===== src/core/pmc_pkg.sv =====
// How it works
// - Output latch eight bits, read/write, resets zero
// - Output pin reads back latched value
// - Input pin reads back live pin level
// - Direction bit one drives, zero receives
// - Latch and direction drive pins only in plain mode
// - Direction register write-only, reads all ones
// - Mode register resets C0, top bits fixed
// - Mode bit five: serial out two drain
// - Mode bit two: serial out one drain
// - Mode bit four: capture noise filter on
// - Mode bit three: port4 pin3 as interrupt0
// - Mode bit one: pin1 as up/down input
// - Mode bit zero: pin0 interrupt4/trigger input
// - Drain select bit n: pin n open drain
package pmc_pkg;
  // ----------------------------------------
  // Register offsets
  // ----------------------------------------
  localparam logic [15:0] PMC_ADDR_MODE = 16'hFFC9;
  localparam logic [15:0] PMC_ADDR_DRAIN = 16'hFFCB;
  localparam logic [15:0] PMC_ADDR_DATA = 16'hFFD5;
  localparam logic [15:0] PMC_ADDR_DIR = 16'hFFE5;
  // ----------------------------------------
  // Reset values, fixed bits and direction read value
  // ----------------------------------------
  localparam logic [7:0] PMC_RST_MODE = 8'hC0;
  localparam logic [7:0] PMC_RST_ZERO = 8'h00;
  localparam logic [7:0] PMC_MODE_FIXED = 8'hC0;
  localparam logic [7:0] PMC_ALL_ONES = 8'hFF;
  // ----------------------------------------
  // Mode register field positions
  // ----------------------------------------
  localparam int PMC_BIT_INT4_SEL = 0;
  localparam int PMC_BIT_UPDN_SEL = 1;
  localparam int PMC_BIT_OUT1_DRAIN = 2;
  localparam int PMC_BIT_INT0_SEL = 3;
  localparam int PMC_BIT_FILTER_EN = 4;
  localparam int PMC_BIT_OUT2_DRAIN = 5;
  // ----------------------------------------
  // Pin positions and count
  // ----------------------------------------
  localparam int PMC_PIN_INT4 = 0;
  localparam int PMC_PIN_UPDN = 1;
  localparam int PMC_PIN_COUNT = 8;
endpackage


===== src/core/pmc_port2.sv =====
// Decided for this implementation: the strobed register port.
`timescale 1ns/10ps
module pmc_port2
  import pmc_pkg::*;
(
  // Clock and reset
  input wire logic sys_clk,
  input wire logic nrst,
  // Register port
  input wire logic [15:0] reg_addr,
  input wire logic [7:0] reg_wdata,
  input wire logic reg_wr,
  input wire logic reg_rd,
  output logic [7:0] reg_rdata,
  // Port pins, three signals each
  input wire logic [7:0] pin_in,
  output logic [7:0] pin_out,
  output logic [7:0] pin_oe,
  // Alternate functions to peripherals
  output logic up_down_input,
  output logic ext_interrupt4_input,
  output logic converter_external_trigger,
  output logic ext_interrupt0_pin_select,
  output logic up_down_control_select,
  output logic ext_interrupt4_pin_select,
  output logic capture_noise_filter_enable,
  output logic serial_out1_drain_mode,
  output logic serial_out2_drain_mode
);
  // ----------------------------------------
  // Registers
  // ----------------------------------------
  logic [7:0] port2_output_data_reg;
  logic [7:0] port2_direction_reg;
  logic [7:0] port2_pin_function_mode_reg;
  logic [7:0] port2_open_drain_select_reg;
  logic [7:0] pin_meta_reg;
  logic [7:0] pin_sync_reg;
  logic [7:0] rdata_next;

  // Address decode
  wire sel_data = reg_addr == PMC_ADDR_DATA;
  wire sel_dir = reg_addr == PMC_ADDR_DIR;
  wire sel_mode = reg_addr == PMC_ADDR_MODE;
  wire sel_drain = reg_addr == PMC_ADDR_DRAIN;

  // Pins 0 and 1 leave plain mode when claimed by an alternate
  wire [7:0] alt_claim = {6'h00, port2_pin_function_mode_reg[PMC_BIT_UPDN_SEL],
    port2_pin_function_mode_reg[PMC_BIT_INT4_SEL]};
  wire [7:0] gp_drive = port2_direction_reg & ~alt_claim;

  // Pin synchroniser; first stage feeds only the second
  always_ff @(posedge sys_clk) begin
    pin_meta_reg <= pin_in;
    pin_sync_reg <= pin_meta_reg;
  end

  // Register writes
  always_ff @(posedge sys_clk) begin
    if (!nrst) begin
      port2_output_data_reg <= PMC_RST_ZERO;
      port2_direction_reg <= PMC_RST_ZERO;
      port2_pin_function_mode_reg <= PMC_RST_MODE;
      port2_open_drain_select_reg <= PMC_RST_ZERO;
    end else if (reg_wr) begin
      if (sel_data) port2_output_data_reg <= reg_wdata;
      if (sel_dir) port2_direction_reg <= reg_wdata;
      if (sel_mode) port2_pin_function_mode_reg <= reg_wdata | PMC_MODE_FIXED;
      if (sel_drain) port2_open_drain_select_reg <= reg_wdata;
    end
  end

  // Read mux; unmapped addresses read zero
  always_comb begin
    rdata_next = PMC_RST_ZERO;
    if (sel_data)
      rdata_next = (port2_direction_reg & port2_output_data_reg)
        | (~port2_direction_reg & pin_sync_reg);
    else if (sel_dir)
      rdata_next = PMC_ALL_ONES;
    else if (sel_mode)
      rdata_next = port2_pin_function_mode_reg | PMC_MODE_FIXED;
    else if (sel_drain)
      rdata_next = port2_open_drain_select_reg;
  end

  // Read data stands one cycle after the strobe
  always_ff @(posedge sys_clk) begin
    if (!nrst) reg_rdata <= PMC_RST_ZERO;
    else if (reg_rd) reg_rdata <= rdata_next;
    else reg_rdata <= PMC_RST_ZERO;
  end

  // Drivers: open drain only pulls low, so enable follows a zero
  assign pin_out = port2_output_data_reg;
  assign pin_oe = gp_drive & (~port2_open_drain_select_reg
    | ~port2_output_data_reg);

  // Mode outputs; interrupt enable handling is software's job
  assign up_down_control_select = port2_pin_function_mode_reg[PMC_BIT_UPDN_SEL];
  assign ext_interrupt4_pin_select = port2_pin_function_mode_reg[PMC_BIT_INT4_SEL];
  assign ext_interrupt0_pin_select = port2_pin_function_mode_reg[PMC_BIT_INT0_SEL];
  assign capture_noise_filter_enable = port2_pin_function_mode_reg[PMC_BIT_FILTER_EN];
  assign serial_out1_drain_mode = port2_pin_function_mode_reg[PMC_BIT_OUT1_DRAIN];
  assign serial_out2_drain_mode = port2_pin_function_mode_reg[PMC_BIT_OUT2_DRAIN];
  // Alternate inputs idle high when not selected (active-low sources)
  assign up_down_input = up_down_control_select ? pin_sync_reg[PMC_PIN_UPDN] : 1'b1;
  assign ext_interrupt4_input = ext_interrupt4_pin_select ? pin_sync_reg[PMC_PIN_INT4]
    : 1'b1;
  assign converter_external_trigger = ext_interrupt4_input;

  // ----------------------------------------
  // Checks: reset
  // ----------------------------------------
  // Reset is the antecedent here, so these carry no disable
  a_reset_values: assert property (@(posedge sys_clk)
    !nrst |=> port2_output_data_reg == PMC_RST_ZERO
      && port2_direction_reg == PMC_RST_ZERO
      && port2_pin_function_mode_reg == PMC_RST_MODE
      && port2_open_drain_select_reg == PMC_RST_ZERO)
    else $error("register not at reset value");

  // A read cut off by reset must not leak out afterwards
  a_reset_rdata: assert property (@(posedge sys_clk)
    !nrst |=> reg_rdata == PMC_RST_ZERO)
    else $error("read data not cleared by reset");

  // Drivers are off while reset is held, so pins float
  a_reset_no_drive: assert property (@(posedge sys_clk)
    !nrst |=> pin_oe == PMC_RST_ZERO)
    else $error("pin driven after reset");

  // ----------------------------------------
  // Checks: register writes
  // ----------------------------------------
  // Latch takes the written byte at the strobe edge
  a_data_write: assert property (@(posedge sys_clk) disable iff (!nrst)
    reg_wr && sel_data |=> port2_output_data_reg == $past(reg_wdata))
    else $error("data latch not written");

  // Latch holds without a write to it; a stray decode would show here
  a_data_hold: assert property (@(posedge sys_clk) disable iff (!nrst)
    !(reg_wr && sel_data) |=> port2_output_data_reg == $past(port2_output_data_reg))
    else $error("data latch changed without write");

  // Direction register takes the written byte
  a_dir_write: assert property (@(posedge sys_clk) disable iff (!nrst)
    reg_wr && sel_dir |=> port2_direction_reg == $past(reg_wdata))
    else $error("direction not written");

  // Direction holds without a write to it
  a_dir_hold: assert property (@(posedge sys_clk) disable iff (!nrst)
    !(reg_wr && sel_dir) |=> port2_direction_reg == $past(port2_direction_reg))
    else $error("direction changed without write");

  // Mode write keeps the reserved top bits set
  a_mode_write: assert property (@(posedge sys_clk) disable iff (!nrst)
    reg_wr && sel_mode |=>
      port2_pin_function_mode_reg == ($past(reg_wdata) | PMC_MODE_FIXED))
    else $error("mode not written");

  // Reserved mode bits never clear, whatever was written
  a_mode_top_bits: assert property (@(posedge sys_clk) disable iff (!nrst)
    (port2_pin_function_mode_reg & PMC_MODE_FIXED) == PMC_MODE_FIXED)
    else $error("mode top bits not set");

  // Drain select takes the written byte
  a_drain_write: assert property (@(posedge sys_clk) disable iff (!nrst)
    reg_wr && sel_drain |=> port2_open_drain_select_reg == $past(reg_wdata))
    else $error("drain select not written");

  // Drain select holds without a write to it
  a_drain_hold: assert property (@(posedge sys_clk) disable iff (!nrst)
    !(reg_wr && sel_drain) |=>
      port2_open_drain_select_reg == $past(port2_open_drain_select_reg))
    else $error("drain select changed without write");

  // ----------------------------------------
  // Checks: register reads
  // ----------------------------------------
  // Direction is write-only: software cannot learn it back
  a_dir_reads_ones: assert property (@(posedge sys_clk) disable iff (!nrst)
    reg_rd && sel_dir |=> reg_rdata == PMC_ALL_ONES)
    else $error("direction read not all ones");

  // Mode reads show the stored bits plus the fixed top pair
  a_mode_reads: assert property (@(posedge sys_clk) disable iff (!nrst)
    reg_rd && sel_mode |=> reg_rdata == ($past(port2_pin_function_mode_reg) | PMC_MODE_FIXED))
    else $error("mode read wrong");

  // Drain select reads back what was stored
  a_drain_reads: assert property (@(posedge sys_clk) disable iff (!nrst)
    reg_rd && sel_drain |=> reg_rdata == $past(port2_open_drain_select_reg))
    else $error("drain select read wrong");

  // Output pins read back the latch, not the wire
  a_out_readback: assert property (@(posedge sys_clk) disable iff (!nrst)
    reg_rd && sel_data && port2_direction_reg[3] |=>
      reg_rdata[3] == $past(port2_output_data_reg[3]))
    else $error("output readback wrong");

  // Input pins read back the synchronised wire
  a_in_readback: assert property (@(posedge sys_clk) disable iff (!nrst)
    reg_rd && sel_data && !port2_direction_reg[4] |=>
      reg_rdata[4] == $past(pin_sync_reg[4]))
    else $error("input readback wrong");

  // Pin levels reach logic two flops after the pin, never sooner
  a_sync_depth: assert property (@(posedge sys_clk) disable iff (!nrst)
    pin_sync_reg == $past(pin_in, 2))
    else $error("pin synchroniser depth wrong");

  // ----------------------------------------
  // Checks: mode outputs
  // ----------------------------------------
  // Each mode output follows the bit last written to it
  a_out2_drain_bit: assert property (@(posedge sys_clk) disable iff (!nrst)
    reg_wr && sel_mode |=> serial_out2_drain_mode == $past(reg_wdata[PMC_BIT_OUT2_DRAIN]))
    else $error("serial out two drain mode wrong");

  a_filter_bit: assert property (@(posedge sys_clk) disable iff (!nrst)
    reg_wr && sel_mode |=> capture_noise_filter_enable == $past(reg_wdata[PMC_BIT_FILTER_EN]))
    else $error("capture filter enable wrong");

  a_int0_bit: assert property (@(posedge sys_clk) disable iff (!nrst)
    reg_wr && sel_mode |=> ext_interrupt0_pin_select == $past(reg_wdata[PMC_BIT_INT0_SEL]))
    else $error("interrupt0 select wrong");

  a_out1_drain_bit: assert property (@(posedge sys_clk) disable iff (!nrst)
    reg_wr && sel_mode |=> serial_out1_drain_mode == $past(reg_wdata[PMC_BIT_OUT1_DRAIN]))
    else $error("serial out one drain mode wrong");

  a_updn_bit: assert property (@(posedge sys_clk) disable iff (!nrst)
    reg_wr && sel_mode |=> up_down_control_select == $past(reg_wdata[PMC_BIT_UPDN_SEL]))
    else $error("up down select wrong");

  a_int4_bit: assert property (@(posedge sys_clk) disable iff (!nrst)
    reg_wr && sel_mode |=> ext_interrupt4_pin_select == $past(reg_wdata[PMC_BIT_INT4_SEL]))
    else $error("interrupt4 select wrong");

  // ----------------------------------------
  // Checks: alternate inputs
  // ----------------------------------------
  // Unselected alternate inputs idle high so no false event fires
  a_updn_idle: assert property (@(posedge sys_clk) disable iff (!nrst)
    !up_down_control_select |-> up_down_input)
    else $error("up down input not idle");

  // Selected, the count direction follows pin 1
  a_updn_follows: assert property (@(posedge sys_clk) disable iff (!nrst)
    up_down_control_select |-> up_down_input == pin_sync_reg[PMC_PIN_UPDN])
    else $error("up down input not following pin");

  // Interrupt 4 input idles high while pin 0 is plain
  a_int4_idle: assert property (@(posedge sys_clk) disable iff (!nrst)
    !ext_interrupt4_pin_select |-> ext_interrupt4_input)
    else $error("interrupt4 input not idle");

  // Selected, interrupt 4 follows pin 0
  a_int4_follows: assert property (@(posedge sys_clk) disable iff (!nrst)
    ext_interrupt4_pin_select |-> ext_interrupt4_input == pin_sync_reg[PMC_PIN_INT4])
    else $error("interrupt4 input not following pin");

  // Trigger shares pin 0 with interrupt 4 and sees the same level
  a_trig_follows: assert property (@(posedge sys_clk) disable iff (!nrst)
    ext_interrupt4_pin_select |-> converter_external_trigger == pin_sync_reg[PMC_PIN_INT4])
    else $error("trigger input not following pin");

  // ----------------------------------------
  // Checks: pin drivers
  // ----------------------------------------
  // Claimed pins never drive, whatever direction says
  a_alt_no_drive: assert property (@(posedge sys_clk) disable iff (!nrst)
    up_down_control_select |-> !pin_oe[PMC_PIN_UPDN])
    else $error("pin1 driven in alternate mode");

  a_alt0_no_drive: assert property (@(posedge sys_clk) disable iff (!nrst)
    ext_interrupt4_pin_select |-> !pin_oe[PMC_PIN_INT4])
    else $error("pin0 driven in alternate mode");

  // Per-pin driver rules, one copy per port pin
  for (genvar i = 0; i < PMC_PIN_COUNT; i++) begin : g_pin
    // An input pin is never driven
    a_input_no_drive: assert property (@(posedge sys_clk) disable iff (!nrst)
      !port2_direction_reg[i] |-> !pin_oe[i])
      else $error("input pin driven");

    // Open drain releases a high latch bit to the board
    a_od_high_off: assert property (@(posedge sys_clk) disable iff (!nrst)
      port2_open_drain_select_reg[i] && port2_output_data_reg[i] |-> !pin_oe[i])
      else $error("open drain drives high");

    // Open drain still pulls a low latch bit down
    a_od_low_on: assert property (@(posedge sys_clk) disable iff (!nrst)
      gp_drive[i] && port2_open_drain_select_reg[i] && !port2_output_data_reg[i]
        |-> pin_oe[i])
      else $error("open drain not pulling low");

    // Push-pull drives both levels
    a_cmos_drives: assert property (@(posedge sys_clk) disable iff (!nrst)
      gp_drive[i] && !port2_open_drain_select_reg[i] |-> pin_oe[i])
      else $error("push pull output not driven");

    // The driver needs output direction and plain mode both
    a_oe_needs_gp: assert property (@(posedge sys_clk) disable iff (!nrst)
      pin_oe[i] |-> gp_drive[i])
      else $error("driver on outside plain output");
  end
endmodule // pmc_port2


===== config.mk =====
export PLATFORM = sky130hd
export DESIGN_NAME = pmc_port2
export DESIGN_NICKNAME = d
export VERILOG_FILES = /design/src/core/pmc_pkg.sv /design/src/core/pmc_port2.sv
export SDC_FILE = /design/constraint.sdc
export NUM_CORES = 1
export LEC_CHECK = 0
export ABC_CLOCK_PERIOD_IN_PS = 3800
export BUFFER_PORTS_ARGS = -buffer_cell sky130_fd_sc_hd__buf_2
export CAP_MARGIN = 30
export CELL_PAD_IN_SITES_DETAIL_PLACEMENT = 1
export CELL_PAD_IN_SITES_GLOBAL_PLACEMENT = 2
export CORE_UTILIZATION = 32
export CTS_BUF_LIST = sky130_fd_sc_hd__clkbuf_4 sky130_fd_sc_hd__clkbuf_8 sky130_fd_sc_hd__clkbuf_16
export DETAILED_ROUTE_END_ITERATION = 8
export GPL_TIMING_DRIVEN = 0
export HOLD_SLACK_MARGIN = 0.02
export PLACE_DENSITY_LB_ADDON = 0.08
export RECOVER_POWER = 100
export SYNTH_ARGS = -nofsm -noshare
export SYNTH_HDL_FRONTEND = slang
export SYNTH_SLANG_ARGS = --single-unit

===== constraint.sdc =====
create_clock -name sys_clk -period 3.8 [get_ports sys_clk]
set_input_delay 0.76 -clock sys_clk [delete_from_list [all_inputs] [get_ports sys_clk]]
set_output_delay 0.76 -clock sys_clk [all_outputs]
set_load 0.005 [all_outputs]

==> results of run 1 <==
## cells in the final DEF, fill, tap and decap left out
cell type,count
mux2i_1,38
buf_2,43
nor4_4,1
dfxtp_1,54
clkbuf_2,1
nor2b_1,2
buf_6,3
and3_1,4
nand2b_1,3
a21boi_0,6
mux2_2,6
clkbuf_4,1
a221oi_1,8
a211oi_1,2
nand2_1,46
nor4b_1,1
nand3_1,3
o21ai_0,3
clkbuf_8,6
nand4_1,2
clkbuf_1,29
inv_1,3
nor3_1,2
## cells in the mapped netlist
cell       n  area [sq um]
buf_2      1          5.00
mux2_2     6          67.6
buf_6      4          45.0
nor4b_2    1          15.0
nor3_1     2          10.0
inv_1      3          11.3
nand3_2    1          10.0
o21ai_2    1          8.76
nor2b_1    2          12.5
nand2b_1   3          18.8
nand3_1    2          10.0
o21ai_0    2          10.0
a21boi_0   6          45.0
nor4_4     1          21.3
clkbuf_1   4          15.0
a211oi_1   2          15.0
a221oi_1   8          70.1
nand4_1    2          12.5
buf_4      1          7.51
nand2_1   46           173
and3_1     4          25.0
dfxtp_1   54          1080
mux2i_1   38           380
## worst max-delay path, stage by stage
cell and delay, ps:
buf_2 80, nand2_1 90, nor4b_1 550, o21ai_0 620, a221oi_1 470
## where the power goes
group | switching, mW | internal, mW
clock network | 0.173 | 0.141
registers | 0.00215 | 0.574
logic | 0.0270 | 0.0201
total | 0.202 | 0.736
## final cells by class
class                   count  area [sq um]
fillers                   729          3570
flip-flops and latches     54          1080
multi-input cells         127           890
repair buffers             67           305
well taps                  75          93.8
clock buffers               6          82.6
plain buffers              10          65.1
inverters                   3          11.3
## per-layer routing
metal | up-vias | GRT usage (%)
met4 | 0 | 4.21
li1 | 821 | -
met1 | 776 | 23.4
met2 | 49 | 28.6
met5 | - | 0
met3 | 6 | 3.85
## cells by family (layout without fill, tap and decap cells)
family | count (synthesis) | count (layout) | share of synthesized area (%)
compound gates | 19 | 19 | 7.19
flops | 54 | 54 | 52.2
mux | 44 | 44 | 21.6
simple gates | 64 | 64 | 14.9
buf+inv | 13 | 86 | 4.05
## through the flow
step | cell area, sq um | worst slack [ps]
after global routing | 2530 | 1160
after detailed placement | 2500 | 1470
after floorplan | 2070 | 1960
after global placement | 2500 | 1500
final | 2530 | 1400
after CTS | 2580 | 1780
## final timing paths
path / startpoint / cells past startpoint / end / slack, ps
max: reg_addr[7] / 5 / reg_rdata[4]$_SDFF_PN0_ / 1400
min: pin_meta_reg[5]$_DFF_P_ / 0 / pin_sync_reg[5]$_DFF_P_ / 330
max reg2reg: port2_pin_function_mode_reg[4]$_SDFFE_PN0P_ / 3 / reg_rdata[4]$_SDFF_PN0_ / 2720
min reg2reg: pin_meta_reg[5]$_DFF_P_ / 0 / pin_sync_reg[5]$_DFF_P_ / 330
==> impl_metrics.ini, run 1 <==
[finish]
fin_cells = 342
final_nets = 304
num_antenna_cells = 0
drive_gt1_share_pct = 22.8
syn2layout_area_growth_pct = 22.2
post-route-util_pct = 41.5

[synth]
yosysUniqueCellTypes = 23
synth_area_sq_um = 2070
syn_area_per_cell_sq_um = 10.7
syn_nets = 230
synthCells = 194
yosys_warnings = 0
seq_area_frac_synth_pct = 52.2
ys_ff_latch = 54

[pwr]
peakVddDrop_uv = 144
finalPower_uw = 938
p_leak_nw = 0.988
p_per_area_nw_per_um2 = 371

[global_routing]
grt_max_degree = 15
grt_util_all_layers_pct = 17.5
overflow = 0
antenna_found_initial = 0
grt_pass1_vias = 1646
grt_pass1_wl_um = 8530

[timing]
skew_ps = 10.8
rsz0062_at_grt = false
hold_viol_final = 0
worstMarginPinSlew_ps = 1240
fin_setup_tns_ps = 0
period_needed_ps = 2400
slew-limit-headroom_pct = 16.2
max_freq_mhz = 417
fin_hold_ws_ps = 331
slew_violations = 0
fin_crit_sh_pct = 63.2
setup_viol = 0

[routing]
vias_per_cell = 4.83
wl_met1_um = 2680
highest_layer = met4
wl_per_cell_um = 15.9
ant_nets = 0
wl_met2_um = 2420
wl_um = 5440
drtPass1Iterations = 3
drc = 0
vias = 1652
wl_met3_um = 286
drtIter0Drc = 57

[clocking]
cts_resized = 0
cts_setup_buffers = 0
tritoncts = yes
insertion_delay_ps = 300
cts_root_buf = clkbuf_8
cts_max_level = 2
clock_path_buffers = 2
numClockSinks = 54
cts_made_buffers = 5
ctsHoldBuffers = 0
clk_pin_slew_ps = 90

[setup_path]
crit_fanout = 8
cp-end-kind = flip-flop
cp-start-kind = input port
critPathKind = in2reg
worstPathRequired_ps = 3980
crit_arrival_ps = 2580

[floorplan]
die_width_um = 82.4
core-area_sq_um = 6100
num_rows = 28
die_area_sq_um = 6790
start_util_pct = 33.9
die_height_um = 82.4
io_pins = 69

[worst_hold_path]
hold_class = reg2reg

[status]
status = completed

[flow_run]
max_cap_viol_count = 0

[placed_design]
globalplace.congestion = 0.660
dp_hpwl_um = 3810
dpl.cell_count = 336
io_buffers = 67
Power figures use the tool's default switching activity.
==> inputs of run 2 (changes only) <==
- ABC_AREA: unset -> 1
- ABC_CLOCK_PERIOD_IN_PS: 3800 -> 1900
- CORE_UTILIZATION: 32 -> 25
- clock period: 3.8 -> 1.9 ns (I/O delays scaled with it)
==> run 2 against run 1 <==
  * Hold slack lost 180 ps
  * Non-clock buffer count grew 1
  * Critical path type is now reg2out
  * Highest routed layer unchanged
  * Synthesized cell count grew 73%
==> impl_metrics.ini, run 2 <==
[status]
status = completed

[clocking]
cts_root_buf = clkbuf_8
clk_pin_slew_ps = 100
clock_path_buffers = 2
insertion_delay_ps = 310
cts_made_buffers = 5
numClockSinks = 54
cts_setup_buffers = 0
tritoncts = yes
ctsHoldBuffers = 0
cts_max_level = 2
cts_resized = 0

[timing]
period_needed_ps = 1690
setup_viol = 0
fin_hold_ws_ps = 154
slew-limit-headroom_pct = 52.5
skew_ps = 5.04
rsz0062_at_grt = false
worstMarginPinSlew_ps = 710
fin_crit_sh_pct = 88.9
hold_viol_final = 0
max_freq_mhz = 592
slew_violations = 0

[synth]
seq_area_frac_synth_pct = 45.9
synth_flop_cell = dfxtp_1
synthCells = 335
synthTopCellsByArea = dfxtp_1, nand2_1, nor2_1, nand3_1, inv_1
synthArstFlopShare_pct = 0
yosys_warnings = 0
syn_nets = 371
synth_area_sq_um = 2350
synth-xor-area-share_pct = 0
yosys-mux-area-fraction_pct = 0
synth_top_family_by_area = simple AND/OR/NAND/NOR gates
yosysTopAreaCell = dfxtp_1
yosysUniqueCellTypes = 24
synth_edf_count = 0
ys_ff_latch = 54
synthAdderAreaFrac_pct = 0
synth-simple-area-share_pct = 37.5
synthTopCellsByCount = nand2_1, nor2_1, dfxtp_1, inv_1, nand3_1
syn_area_per_cell_sq_um = 7.03
synth_compound_area_share_pct = 5.26
synth_most_common_cell = nand2_1
synth_top_area_share_pct = 45.9

[setup_path]
crit_fanout = 4
crit_arrival_ps = 1310
critPathKind = reg2out
cp-start-kind = flip-flop
r2r_start = pin_out[6]$_SDFFE_PN0P_
regToRegSetupSlack_ps = 960
worstPathRequired_ps = 1520
timing.rr.end = reg_rdata[6]$_SDFF_PN0_
r2r_cells = 8
cp-end-kind = output pin

[global_routing]
grt_max_degree = 18
overflow = 0
grt_util_all_layers_pct = 16.2
antenna_found_initial = 0
grt_pass1_vias = 2311
grt_pass1_wl_um = 11900

[placed_design]
io_buffers = 67
dp_hpwl_um = 5260
globalplace.congestion = 0.696

[floorplan]
num_rows = 35
start_util_pct = 25.6
core-area_sq_um = 9200
io_pins = 69
die_width_um = 99.0
die_height_um = 99.0
die_area_sq_um = 9810

[finish]
drive_gt1_share_pct = 19.8
fill_cells = 1184
num_antenna_cells = 0
syn2layout_area_growth_pct = 22.8
final_cell_mix = nand2_1, nor2_1, dfxtp_1
register_area_sq_um = 1080
layout_commonest_cell = nand2_1
final_nets = 445
multi_input_area_sq_um = 995

[routing]
drtPass1Iterations = 4
ant_nets = 0
drc = 0
vias_per_cell = 4.32
drtIter0Drc = 43
wl_per_cell_um = 14.1
vias = 2250
wl_um = 7320

[worst_hold_path]
min_to = pin_meta_reg[5]$_DFF_P_
hold_class = in2reg
min_from = pin_in[5]
min_path_cells = 1

[pwr]
p_leak_nw = 1.51
finalPower_mw = 1.97
p_per_area_nw_per_um2 = 683
peakVddDrop_uv = 260

[flow_run]
max_cap_viol_count = 0
-- run 2: changes by cell type in the layout (fill, tap and decap cells not counted), sizes merged, moves of 4 or more --
| cell | change |
|---|---|
| inv | +47 |
| a21oi | +6 |
| buf | +10 |
| clkbuf | -9 |
| nor2 | +63 |
| nand2 | +39 |
| a221oi | -8 |
| mux2i | -38 |
| mux2 | -6 |
| nand3 | +38 |
| and3 | -4 |
| o21ai | +6 |
-- run 2: area by class of cell --
class	count	share of cell area [%]
inverters	51	6.62
well taps	111	4.81
multi-input cells	219	34.4
plain buffers	11	2.34
clock inverters	2	0.606
repair buffers	67	11.0
clock buffers	6	2.86
flip-flops and latches	54	37.4
-- run 2: worst max-delay path by stage --
stage | startpoint | to | slack (ps) | cells past startpoint
finish | port2_pin_function_mode_reg[0]$_SDFFE_PN0P_ | ext_interrupt4_input | 210 | 4
global route | reg_addr[14] | port2_open_drain_select_reg[4]$_SDFFE_PN0P_ | 70 | 9
CTS | port2_pin_function_mode_reg[0]$_SDFFE_PN0P_ | ext_interrupt4_input | 180 | 4
detailed placement | reg_addr[4] | pin_out[6]$_SDFFE_PN0P_ | -20 | 8
global placement | reg_addr[4] | pin_out[5]$_SDFFE_PN0P_ | -1 | 8
floorplan | reg_addr[14] | port2_direction_reg[0]$_SDFFE_PN0P_ | 510 | 9
-- run 2: metal layers --
metal,track usage [%],share of wire (%)
met1,21.2,49
met2,27.1,46
met3,3.26,3.8
met4,4.13,0.63
met5,0,0
-- run 2: cell families after synthesis --
| kind of cell | Yosys count |
|---|---|
| buffers and inverters | 62 |
| AOI/OAI and AO/OA | 21 |
| and+or+nand+nor | 198 |
| DFF | 54 |
-- run 2: stage by stage --
step	instances	util [%]	worst slack, ps	area (sq um)	setup TNS, ps
CTS	521	31.8	179	2930	0
floorplan	335	-	510	2350	0
global placement	513	30.7	-1.45	2830	-1.45
detailed placement	513	30.7	-15.1	2830	-73.7
global route	521	31.4	68.2	2890	0
finish	521	31.4	211	2890	0
-- run 2: where the power goes --
| part | total, mW | internal (mW) | leakage [nW] | switching, mW |
|---|---|---|---|---|
| clock | 0.707 | 0.301 | 0.0514 | 0.406 |
| combinational | 0.113 | 0.0421 | 1.02 | 0.0711 |
| sequential | 1.15 | 1.15 | 0.441 | 0.00394 |
-- run 2: critical path, cell delays in order, from the launching register on --
cell      delay (ps)
dfxtp_1          400
inv_1             80
or2_2            280
clkbuf_4         130
buf_2            110
